==> src/common/bsowc_pkg.sv <==
// package: register map, codes and reset values of the switch and open wire checker
package bsowc_pkg;
  localparam int unsigned CHANNELS       = 16;
  localparam logic [11:0] OFS_CTRL       = 12'h000;
  localparam logic [11:0] OFS_SELECT     = 12'h004;
  localparam logic [11:0] OFS_THRESHOLD  = 12'h008;
  localparam logic [11:0] OFS_BAR_MAP    = 12'h00c;
  localparam logic [11:0] OFS_SW_MAP     = 12'h010;
  localparam logic [11:0] OFS_STATUS     = 12'h014;
  localparam logic [11:0] OFS_SW_LOW     = 12'h018;
  localparam logic [11:0] OFS_SW_HIGH    = 12'h01c;
  localparam logic [11:0] OFS_SENSE_OW   = 12'h020;
  localparam logic [11:0] OFS_BAL_OW     = 12'h024;
  localparam logic [11:0] OFS_AUX_CELL   = 12'h028;
  localparam logic [11:0] OFS_DIAG_AUX   = 12'h02c;
  localparam logic [11:0] OFS_FILTER     = 12'h030;
  localparam logic [11:0] OFS_BAR_RES    = 12'h034;
  localparam logic [5:0]  CELL_PAGE      = 6'h01;
  localparam int unsigned SEL_LSB        = 0;
  localparam int unsigned GO_BIT         = 3;
  localparam int unsigned SINK_LSB       = 4;
  localparam int unsigned NUM_LSB        = 8;
  localparam int unsigned ST_ABORT       = 0;
  localparam int unsigned ST_AUX_RDY     = 1;
  localparam int unsigned ST_SW_RDY      = 2;
  localparam int unsigned ST_SENSE_RDY   = 3;
  localparam int unsigned ST_BAL_RDY     = 4;
  localparam int unsigned ST_BUSY        = 5;
  localparam logic [2:0]  CMP_SENSE_OW   = 3'h2;
  localparam logic [2:0]  CMP_BAL_OW     = 3'h3;
  localparam logic [2:0]  CMP_SWITCH     = 3'h4;
  localparam logic [4:0]  AUX_ALL        = 5'h00;
  localparam logic [4:0]  AUX_LOCK_MAX   = 5'h10;
  localparam logic [4:0]  NUM_CELLS_RST  = 5'h10;
  localparam logic [15:0] AUX_RES_RST    = 16'h8000;
  localparam logic [15:0] FAULT_ABORT    = 16'hffff;
  localparam int unsigned SW_MAX_ON      = 8;
  localparam int unsigned BAR_MAX        = 2;
  typedef enum logic {BSOWC_IDLE, BSOWC_RUN} bsowc_state_type;
endpackage : bsowc_pkg

==> src/design/bsowc_top.sv <==
// design: balancing switch and open wire comparison sequencer with apb registers
//
// Functional notes
// - invalid switch check start sets abort and both ready flags, switch faults 0xFFFF.
// - aborted run with locked aux channel resets aux cell result to 0x8000.
// - aux selector giving no measurement blocks start, aux result keeps its value.
// - locked channel above configured cell count blocks the start.
// - bad bar map (adjacent, bottom, over two, hits lock) blocks the start.
// - either converter off or not continuous blocks the start.
// - balancing running and not paused blocks the switch check.
// - over eight switches or three consecutive switches blocks the start.
// - pin sinks and bottom sources are driven from the sink control field.
// - sense check uses main readings, balance check uses aux readings.
// - locked balance check reports the aux reading used; sense readings not.
// - sense check compares every active channel, locked balance check only the locked one, against the threshold.
// - finished open wire check sets its matching ready flag.
// - results held in sense and balance fault registers for host reads.
// - up to one dedicated bar and two bars on non-bottom sense channels.
// - dedicated bar result has its own filter setting and result register.
// - bar on sense channel reads as that cell with the cell filter.
// - enabled switch fails unless aux below half main; ready flag at finish.
`timescale 1ns/1ps
module bsowc_top
  import bsowc_pkg::*;
#(
  parameter int unsigned N = CHANNELS
) (
  input  wire logic        pclk,
  input  wire logic        presetn,
  input  wire logic        psel,
  input  wire logic        penable,
  input  wire logic        pwrite,
  input  wire logic [11:0] paddr,
  input  wire logic [31:0] pwdata,
  output logic      [31:0] prdata,
  output logic             pready,
  output logic             pslverr,
  input  wire logic        main_valid,
  input  wire logic [3:0]  main_chan,
  input  wire logic [15:0] main_data,
  input  wire logic        aux_valid,
  input  wire logic [3:0]  aux_chan,
  input  wire logic [15:0] aux_data,
  input  wire logic        bar_valid,
  input  wire logic [15:0] bar_data,
  input  wire logic        main_continuous,
  input  wire logic        aux_continuous,
  input  wire logic        balancing_running,
  input  wire logic        balancing_paused,
  output logic      [1:0]  pin_sink_control
);

  function automatic logic [4:0] ones(input logic [N-1:0] v);
    logic [4:0] c;
    c = 5'h00;
    for (int i = 0; i < N; i++) begin
      c = c + {4'h0, v[i]};
    end
    return c;
  endfunction : ones

  // first order low pass, shift 0 passes the sample through
  function automatic logic [15:0] lowpass(input logic [15:0] y, input logic [15:0] x, input logic [1:0] k);
    logic signed [16:0] diff;
    diff = $signed({x[15], x}) - $signed({y[15], y});
    diff = diff >>> k;
    return y + diff[15:0];
  endfunction : lowpass

  bsowc_state_type state_q, state_d;
  logic [2:0]  mode_q, mode_d;
  logic [N-1:0] need_q, need_d, seen_q, seen_d;
  logic [2:0]  sel_q, sel_d;
  logic [1:0]  sink_q, sink_d;
  logic [4:0]  aux_sel_q, aux_sel_d, num_q, num_d;
  logic [15:0] thr_q, thr_d, bar_map_q, bar_map_d, sw_map_q, sw_map_d;
  logic [5:0]  stat_q, stat_d;
  logic [15:0] sw_fault_q, sw_fault_d, sense_f_q, sense_f_d, bal_f_q, bal_f_d;
  logic [15:0] aux_res_q, aux_res_d, diag_aux_q, diag_aux_d, bar_res_q, bar_res_d;
  logic [1:0]  cell_k_q, cell_k_d, bar_k_q, bar_k_d;
  logic [15:0] main_raw_q [N];
  logic [15:0] main_raw_d [N];
  logic [15:0] cell_res_q [N];
  logic [15:0] cell_res_d [N];
  logic [31:0] prdata_q, prdata_d;
  logic        pready_q, pready_d, pslverr_q, pslverr_d;

  logic        wr_en, rd_phase, go_req, start_sw, start_ow, start_bad, locked;
  logic        bad_aux, bad_num, bad_bar, bad_conv, bad_bal, bad_sw, done;
  logic [N-1:0] lock_mask, active_mask, aux_need;
  logic [31:0] rd_word;
  logic        rd_hit;

  assign wr_en    = psel && penable && pready_q && pwrite && !pslverr_q;
  assign rd_phase = psel && penable && !pready_q;
  assign go_req   = wr_en && paddr == OFS_CTRL && pwdata[GO_BIT] && state_q == BSOWC_IDLE;
  assign locked   = aux_sel_q != AUX_ALL && aux_sel_q <= AUX_LOCK_MAX;
  assign lock_mask   = locked ? (N'(1) << (aux_sel_q - 5'h01)) : '0;
  assign active_mask = (N'(1) << num_q) - N'(1);
  assign aux_need    = locked ? lock_mask & active_mask : active_mask;
  assign bad_aux  = aux_sel_q > AUX_LOCK_MAX;
  assign bad_num  = locked && aux_sel_q > num_q;
  assign bad_bar  = (bar_map_q & (bar_map_q >> 1)) != '0 || bar_map_q[0]
                    || ones(bar_map_q) > 5'(BAR_MAX) || (bar_map_q & lock_mask) != '0;
  assign bad_conv = !main_continuous || !aux_continuous;
  assign bad_bal  = balancing_running && !balancing_paused;
  assign bad_sw   = ones(sw_map_q) > 5'(SW_MAX_ON) || (sw_map_q & (sw_map_q >> 1) & (sw_map_q >> 2)) != '0;
  assign start_sw  = go_req && pwdata[SEL_LSB +: 3] == CMP_SWITCH;
  assign start_bad = start_sw && (bad_aux || bad_num || bad_bar || bad_conv || bad_bal || bad_sw);
  assign start_ow  = go_req && (pwdata[SEL_LSB +: 3] == CMP_SENSE_OW || pwdata[SEL_LSB +: 3] == CMP_BAL_OW);
  assign done      = state_q == BSOWC_RUN && (seen_q | ~need_q) == '1;

  always_comb begin
    rd_hit  = 1'b1;
    rd_word = 32'h0000_0000;
    if (paddr[11:6] == CELL_PAGE) begin
      rd_word = {16'h0000, cell_res_q[paddr[5:2]]};
    end else begin
      unique case (paddr)
        OFS_CTRL:      rd_word = {26'h0, sink_q, 1'b0, sel_q};
        OFS_SELECT:    rd_word = {19'h0, num_q, 3'h0, aux_sel_q};
        OFS_THRESHOLD: rd_word = {16'h0, thr_q};
        OFS_BAR_MAP:   rd_word = {16'h0, bar_map_q};
        OFS_SW_MAP:    rd_word = {16'h0, sw_map_q};
        OFS_STATUS:    rd_word = {26'h0, stat_q};
        OFS_SW_LOW:    rd_word = {24'h0, sw_fault_q[7:0]};
        OFS_SW_HIGH:   rd_word = {24'h0, sw_fault_q[15:8]};
        OFS_SENSE_OW:  rd_word = {16'h0, sense_f_q};
        OFS_BAL_OW:    rd_word = {16'h0, bal_f_q};
        OFS_AUX_CELL:  rd_word = {16'h0, aux_res_q};
        OFS_DIAG_AUX:  rd_word = {16'h0, diag_aux_q};
        OFS_FILTER:    rd_word = {28'h0, bar_k_q, cell_k_q};
        OFS_BAR_RES:   rd_word = {16'h0, bar_res_q};
        default:       rd_hit  = 1'b0;
      endcase
    end
  end

  always_comb begin
    state_d = state_q;       mode_d = mode_q;       need_d = need_q;     seen_d = seen_q;
    sel_d = sel_q;           sink_d = sink_q;       aux_sel_d = aux_sel_q; num_d = num_q;
    thr_d = thr_q;           bar_map_d = bar_map_q; sw_map_d = sw_map_q; stat_d = stat_q;
    sw_fault_d = sw_fault_q; sense_f_d = sense_f_q; bal_f_d = bal_f_q;
    aux_res_d = aux_res_q;   diag_aux_d = diag_aux_q; bar_res_d = bar_res_q;
    cell_k_d = cell_k_q;     bar_k_d = bar_k_q;
    main_raw_d = main_raw_q;
    cell_res_d = cell_res_q;
    prdata_d = prdata_q;
    pready_d = 1'b0;
    pslverr_d = 1'b0;
    if (rd_phase) begin
      pready_d  = 1'b1;
      pslverr_d = !rd_hit;
      prdata_d  = rd_hit ? rd_word : 32'h0000_0000;
    end
    if (wr_en) begin
      unique case (paddr)
        OFS_CTRL: begin
          sel_d  = pwdata[SEL_LSB +: 3];
          sink_d = pwdata[SINK_LSB +: 2];
        end
        OFS_SELECT:    begin aux_sel_d = pwdata[4:0]; num_d = pwdata[NUM_LSB +: 5]; end
        OFS_THRESHOLD: thr_d = pwdata[15:0];
        OFS_BAR_MAP:   bar_map_d = pwdata[15:0];
        OFS_SW_MAP:    sw_map_d = pwdata[15:0];
        OFS_STATUS:    stat_d[ST_BAL_RDY:ST_ABORT] = stat_q[ST_BAL_RDY:ST_ABORT] & ~pwdata[ST_BAL_RDY:ST_ABORT];
        OFS_FILTER:    begin cell_k_d = pwdata[1:0]; bar_k_d = pwdata[3:2]; end
        default:       ;
      endcase
    end
    if (main_valid) begin
      main_raw_d[main_chan] = main_data;
      cell_res_d[main_chan] = lowpass(cell_res_q[main_chan], main_data, cell_k_q);
    end
    if (bar_valid) begin
      bar_res_d = lowpass(bar_res_q, bar_data, bar_k_q);
    end
    if (aux_valid && locked && lock_mask[aux_chan]) begin
      aux_res_d = aux_data;
    end
    if (start_bad) begin
      stat_d[ST_ABORT]   = 1'b1;
      stat_d[ST_AUX_RDY] = 1'b1;
      stat_d[ST_SW_RDY]  = 1'b1;
      sw_fault_d = FAULT_ABORT;
      if (locked) begin
        aux_res_d = AUX_RES_RST;
      end
    end else if (start_sw || start_ow) begin
      state_d = BSOWC_RUN;
      mode_d  = pwdata[SEL_LSB +: 3];
      seen_d  = '0;
      unique case (pwdata[SEL_LSB +: 3])
        CMP_SENSE_OW: begin need_d = active_mask; sense_f_d = '0; end
        CMP_BAL_OW:   begin need_d = aux_need;    bal_f_d = '0; end
        default:      begin need_d = aux_need & sw_map_q; sw_fault_d = '0; end
      endcase
    end
    if (state_q == BSOWC_RUN) begin
      if (mode_q == CMP_SENSE_OW && main_valid && need_q[main_chan]) begin
        seen_d[main_chan] = 1'b1;
        sense_f_d[main_chan] = $signed(main_data) < $signed(thr_q);
      end
      if (mode_q != CMP_SENSE_OW && aux_valid && need_q[aux_chan]) begin
        seen_d[aux_chan] = 1'b1;
        if (locked) begin
          diag_aux_d = aux_data;
        end
        if (mode_q == CMP_BAL_OW) begin
          bal_f_d[aux_chan] = $signed(aux_data) < $signed(thr_q);
        end else begin
          sw_fault_d[aux_chan] = !($signed(aux_data) < ($signed(main_raw_q[aux_chan]) >>> 1));
        end
      end
      if (done) begin
        state_d = BSOWC_IDLE;
        unique case (mode_q)
          CMP_SENSE_OW: stat_d[ST_SENSE_RDY] = 1'b1;
          CMP_BAL_OW:   stat_d[ST_BAL_RDY] = 1'b1;
          default:      stat_d[ST_SW_RDY] = 1'b1;
        endcase
      end
    end
    stat_d[ST_BUSY] = state_d == BSOWC_RUN;
  end

  always_ff @(posedge pclk or negedge presetn) begin
    if (!presetn) begin
      state_q <= BSOWC_IDLE;  mode_q <= 3'h0;     need_q <= '0;       seen_q <= '0;
      sel_q <= 3'h0;          sink_q <= 2'h0;     aux_sel_q <= AUX_ALL; num_q <= NUM_CELLS_RST;
      thr_q <= 16'h0000;      bar_map_q <= 16'h0000; sw_map_q <= 16'h0000; stat_q <= 6'h00;
      sw_fault_q <= 16'h0000; sense_f_q <= 16'h0000; bal_f_q <= 16'h0000;
      aux_res_q <= AUX_RES_RST; diag_aux_q <= AUX_RES_RST; bar_res_q <= 16'h0000;
      cell_k_q <= 2'h0;       bar_k_q <= 2'h0;
      for (int i = 0; i < N; i++) begin
        main_raw_q[i] <= 16'h0000;
        cell_res_q[i] <= 16'h0000;
      end
      prdata_q <= 32'h0000_0000;
      pready_q <= 1'b0;
      pslverr_q <= 1'b0;
    end else begin
      state_q <= state_d;     mode_q <= mode_d;   need_q <= need_d;   seen_q <= seen_d;
      sel_q <= sel_d;         sink_q <= sink_d;   aux_sel_q <= aux_sel_d; num_q <= num_d;
      thr_q <= thr_d;         bar_map_q <= bar_map_d; sw_map_q <= sw_map_d; stat_q <= stat_d;
      sw_fault_q <= sw_fault_d; sense_f_q <= sense_f_d; bal_f_q <= bal_f_d;
      aux_res_q <= aux_res_d; diag_aux_q <= diag_aux_d; bar_res_q <= bar_res_d;
      cell_k_q <= cell_k_d;   bar_k_q <= bar_k_d;
      main_raw_q <= main_raw_d;
      cell_res_q <= cell_res_d;
      prdata_q <= prdata_d;
      pready_q <= pready_d;
      pslverr_q <= pslverr_d;
    end
  end

  assign prdata           = prdata_q;
  assign pready           = pready_q;
  assign pslverr          = pslverr_q;
  assign pin_sink_control = sink_q;
endmodule : bsowc_top

==> config.mk <==
export PLATFORM = sky130hd
export DESIGN_NAME = bsowc_top
export DESIGN_NICKNAME = d
export VERILOG_FILES = /design/src/common/bsowc_pkg.sv /design/src/design/bsowc_top.sv
export SDC_FILE = /design/constraint.sdc
export NUM_CORES = 2
export LEC_CHECK = 0
export BUFFER_PORTS_ARGS = -buffer_cell sky130_fd_sc_hd__buf_2
export CORE_ASPECT_RATIO = 0.75
export CORE_MARGIN = 2
export CORE_UTILIZATION = 25
export DETAILED_ROUTE_END_ITERATION = 8
export HOLD_SLACK_MARGIN = 0.02
export PLACE_DENSITY_LB_ADDON = 0.2
export SLEW_MARGIN = 20
export SYNTH_ARGS = -nofsm -noshare
export SYNTH_HDL_FRONTEND = slang
export SYNTH_SLANG_ARGS = --single-unit
export TNS_END_PERCENT = 1
==> constraint.sdc <==
create_clock -name pclk -period 11.2 [get_ports pclk]
set_input_delay 2.24 -clock pclk [delete_from_list [all_inputs] [get_ports pclk]]
set_output_delay 2.24 -clock pclk [all_outputs]
set_load 0.01 [all_outputs]
==> results.md <==
- Run status: complete, no violations
- Async set-reset flop share out of synthesis: 100%
- CP required: 11770 ps
- Clock Skew: 27.7 ps
- Worst-path maximum fanout: 47
- Clock-pin slew on the worst setup and hold paths: 60 ps
- Ratio of cells with drive above 1 in the final layout: 22.7%
- Static Leak: 0.0206 uW
- Fmax: 113 MHz
- Seq/Total Area, Yosys: 44.2%
- Worst path arrival time: 9410 ps
- Placer Congestion: 0.859
- Number of flops mapped to enable cells by yosys: 0
- Total power: 11400 uW
- Final setup viols: 0
- Tmin final: 8850 ps
- Slew @ Worst Pin: 1120 ps
- Std-Cell Rows: 128
- Post-synthesis cell area: 40600 um2
- Initial antenna violation count: 17
- Number of setup buffers added after CTS: 0
- Top reg by flops: cell_res_q
- Starting Density: 25.1%
- FF+latch count, synth: 718
- MaxCap Viol Count: 0
- Maximum vdd ir drop: 0.184 mV
- Place WS: 1900 ps
- CP Buf/Inv Count: 3
- Largest registers: cell_res_q (256), main_raw_q (240)
- Startpoint Class: primary input
- Total wire length: 147000 um
- Post-cts resize count: 0
- CORE AREA: 162000 um2
- Element type at the critical path end: flop
- CP max-delay cell: buf_4
- Largest net degree at the start of global routing: 162
- Top post-synthesis cells by count: nand2_1, dfrtp_1, o21ai_0
- Grt total ovfl: 0
- Cells after Synth: 3789
- CP peak stage delay: 610 ps
- DRT Pass-1 Iters: 9
- Reg2reg path depth: 21
- Initial drt markers: 2647
- First-pass GRT wire length: 215000 um
- Final setup TNS: 0 ps
- Distinct cell type count after synthesis: 79
- Die height: 353 um
- Top cells by area, synth: dfrtp_1, mux4_2, nand2_1
- Fin Hold WS: 463 ps
- Warnings, synthesis: 0
- Port Buf Inserts: 115
- Min-delay worst type: flop to flop
- CTS sink cnt: 718
- I/O pins: 148
- Fin. max-slew vios: 0
- WL/cell: 24.3 um
- Antenna-violating nets left: 0
- Max reg flops: 256
- Max-slew headroom: 25.4%
- Area leader, netlist: dfrtp_1
- Pwr dens: 245 nW/um2
- RSZ-0062 raised after global routing: false
- WP depth: 23
- Cell Chain, Critical Path: buf_4, buf_4, mux4_2, mux4_2, inv_1, ha_1, nor2b_1, o21a_1, nor2_1, xnor2_1, mux2i_1, a21oi_1, ha_1, fa_1, a21o_1, a21oi_1, nor2b_1, o21a_1, o41ai_1, o21ai_0, nand4_1, nand4_1, mux2_2
- Largest buffer count on any clock path: 3
- Setup Crit Path Kind: primary input to flop
- CTS Hold Bufs: 0
- H-tree depth: 3
- PnR worst setup slack: 2350 ps
- Top_reg_cell synth: dfrtp_1
- Root Buffer: clkbuf_16
- Share of the synthesized area in the top cell type: 44.0%
- Full die area: 166000 um2
- Vias in the first global route: 29946
- Hold Crit Depth: 2
- HPWL Detailed: 98400 um
- CTS tree: built
- Via density: 5.03
- Top Family by Delay on Critical Path: compound AO/OA/AOI/OAI gates
- Mapped Avg Cell Area: 10.7 um2
- Clock Latency Late Sink: 690 ps
- Final hold vios: 0
- Die W: 469 um
- Most common cell in the netlist: nand2_1
- Nets@finish: 4077
- Gr usage total: 17.5%
- TritonCTS buffer count: 82
- Area growth syn-to-layout: 14.3%
- DRC: 0
- DR vias: 30333
- Crit share post-route: 79.0%
-- worst reg2reg max path, cell delays in order (launching register included) --
cell and delay (ps):
dfrtp_1 410, mux4_2 480, mux4_2 560, inv_1 130, ha_1 230, nor2b_1 150, o21a_1 160, nor2_1 110
xnor2_1 100, mux2i_1 210, a21oi_1 110, ha_1 300, fa_1 480, a21o_1 180, a21oi_1 280, nor2b_1 90
o21a_1 190, o41ai_1 550, o21ai_0 420, nand4_1 200, nand4_1 600, mux2_2 550
-- cell families after synthesis --
family          Yosys count  synth area share, %
fa+ha+maj               150                 5.06
xor+xnor                 55                 1.19
compound gates          693                 10.8
mux                     551                 22.1
buf+inv                 417                 4.20
flops                   718                 44.2
simple gates           1204                 12.5
other cells               1              0.00923
-- power by group --
| part | leakage, uW | total [uW] | switching [uW] | internal, uW |
|---|---|---|---|---|
| combinational | 0.00997 | 4730 | 2740 | 1990 |
| clock | 0.00139 | 2880 | 1180 | 1700 |
| sequential | 0.00925 | 3760 | 478 | 3280 |
-- layout make-up --
| class | instances | area [um2] |
|---|---|---|
| fill | 16778 | 115000 |
| multi-input combinational | 2669 | 21100 |
| sequential | 718 | 18000 |
| tap | 2145 | 2680 |
| clock buffer | 122 | 2440 |
| timing repair buffer | 197 | 1270 |
| inverter | 147 | 552 |
| clock inverter | 25 | 373 |
| antenna | 9 | 22.5 |
-- placed cells by master, fill, tap and decap left out, types with 38 or more instances in the layout --
cell	Yosys	final
nand2_1	826	814
dfrtp_1	715	715
o21ai_0	301	301
mux4_2	248	248
mux2_2	239	239
inv_1	144	144
nor2_1	147	137
ha_1	126	126
buf_2	30	108
a21oi_1	95	95
clkbuf_16	0	84
buf_4	17	83
mux2i_1	53	53
nand3_1	48	44
nor3_1	43	42
a21o_1	38	38
-- final timing paths --
path | startpoint | end | slack [ps]
setup / recovery | main_chan[1] | cell_res_q[14] | 2350
hold / removal | prdata[12] | prdata[12] | 460
setup reg to reg | cell_res_q[1] | cell_res_q[14] | 4590
hold reg to reg | prdata[12] | prdata[12] | 460
max in group asynchronous | presetn | cell_res_q[108] | 7550
min in group asynchronous | presetn | main_raw_q[84] | 1590
-- routing by layer --
metal	global-route usage, %	part of all wire (%)	vias up
met5	0	0	-
met3	2.20	5.2	163
met1	27.0	50	15661
met4	4.10	2.1	0
met2	25.7	43	843
li1	-	-	13666
-- through the flow --
| step | utilization [%] | cells | cell area, um2 |
|---|---|---|---|
| floorplan | - | 3804 | 40700 |
| global route | 28.7 | 6027 | 46400 |
| global placement | 26.9 | 5876 | 43600 |
| finish | 28.7 | 6032 | 46400 |
| detailed placement | 26.9 | 5876 | 43600 |
| CTS | 28.7 | 6023 | 46400 |
Power figures use the tool's default switching activity.
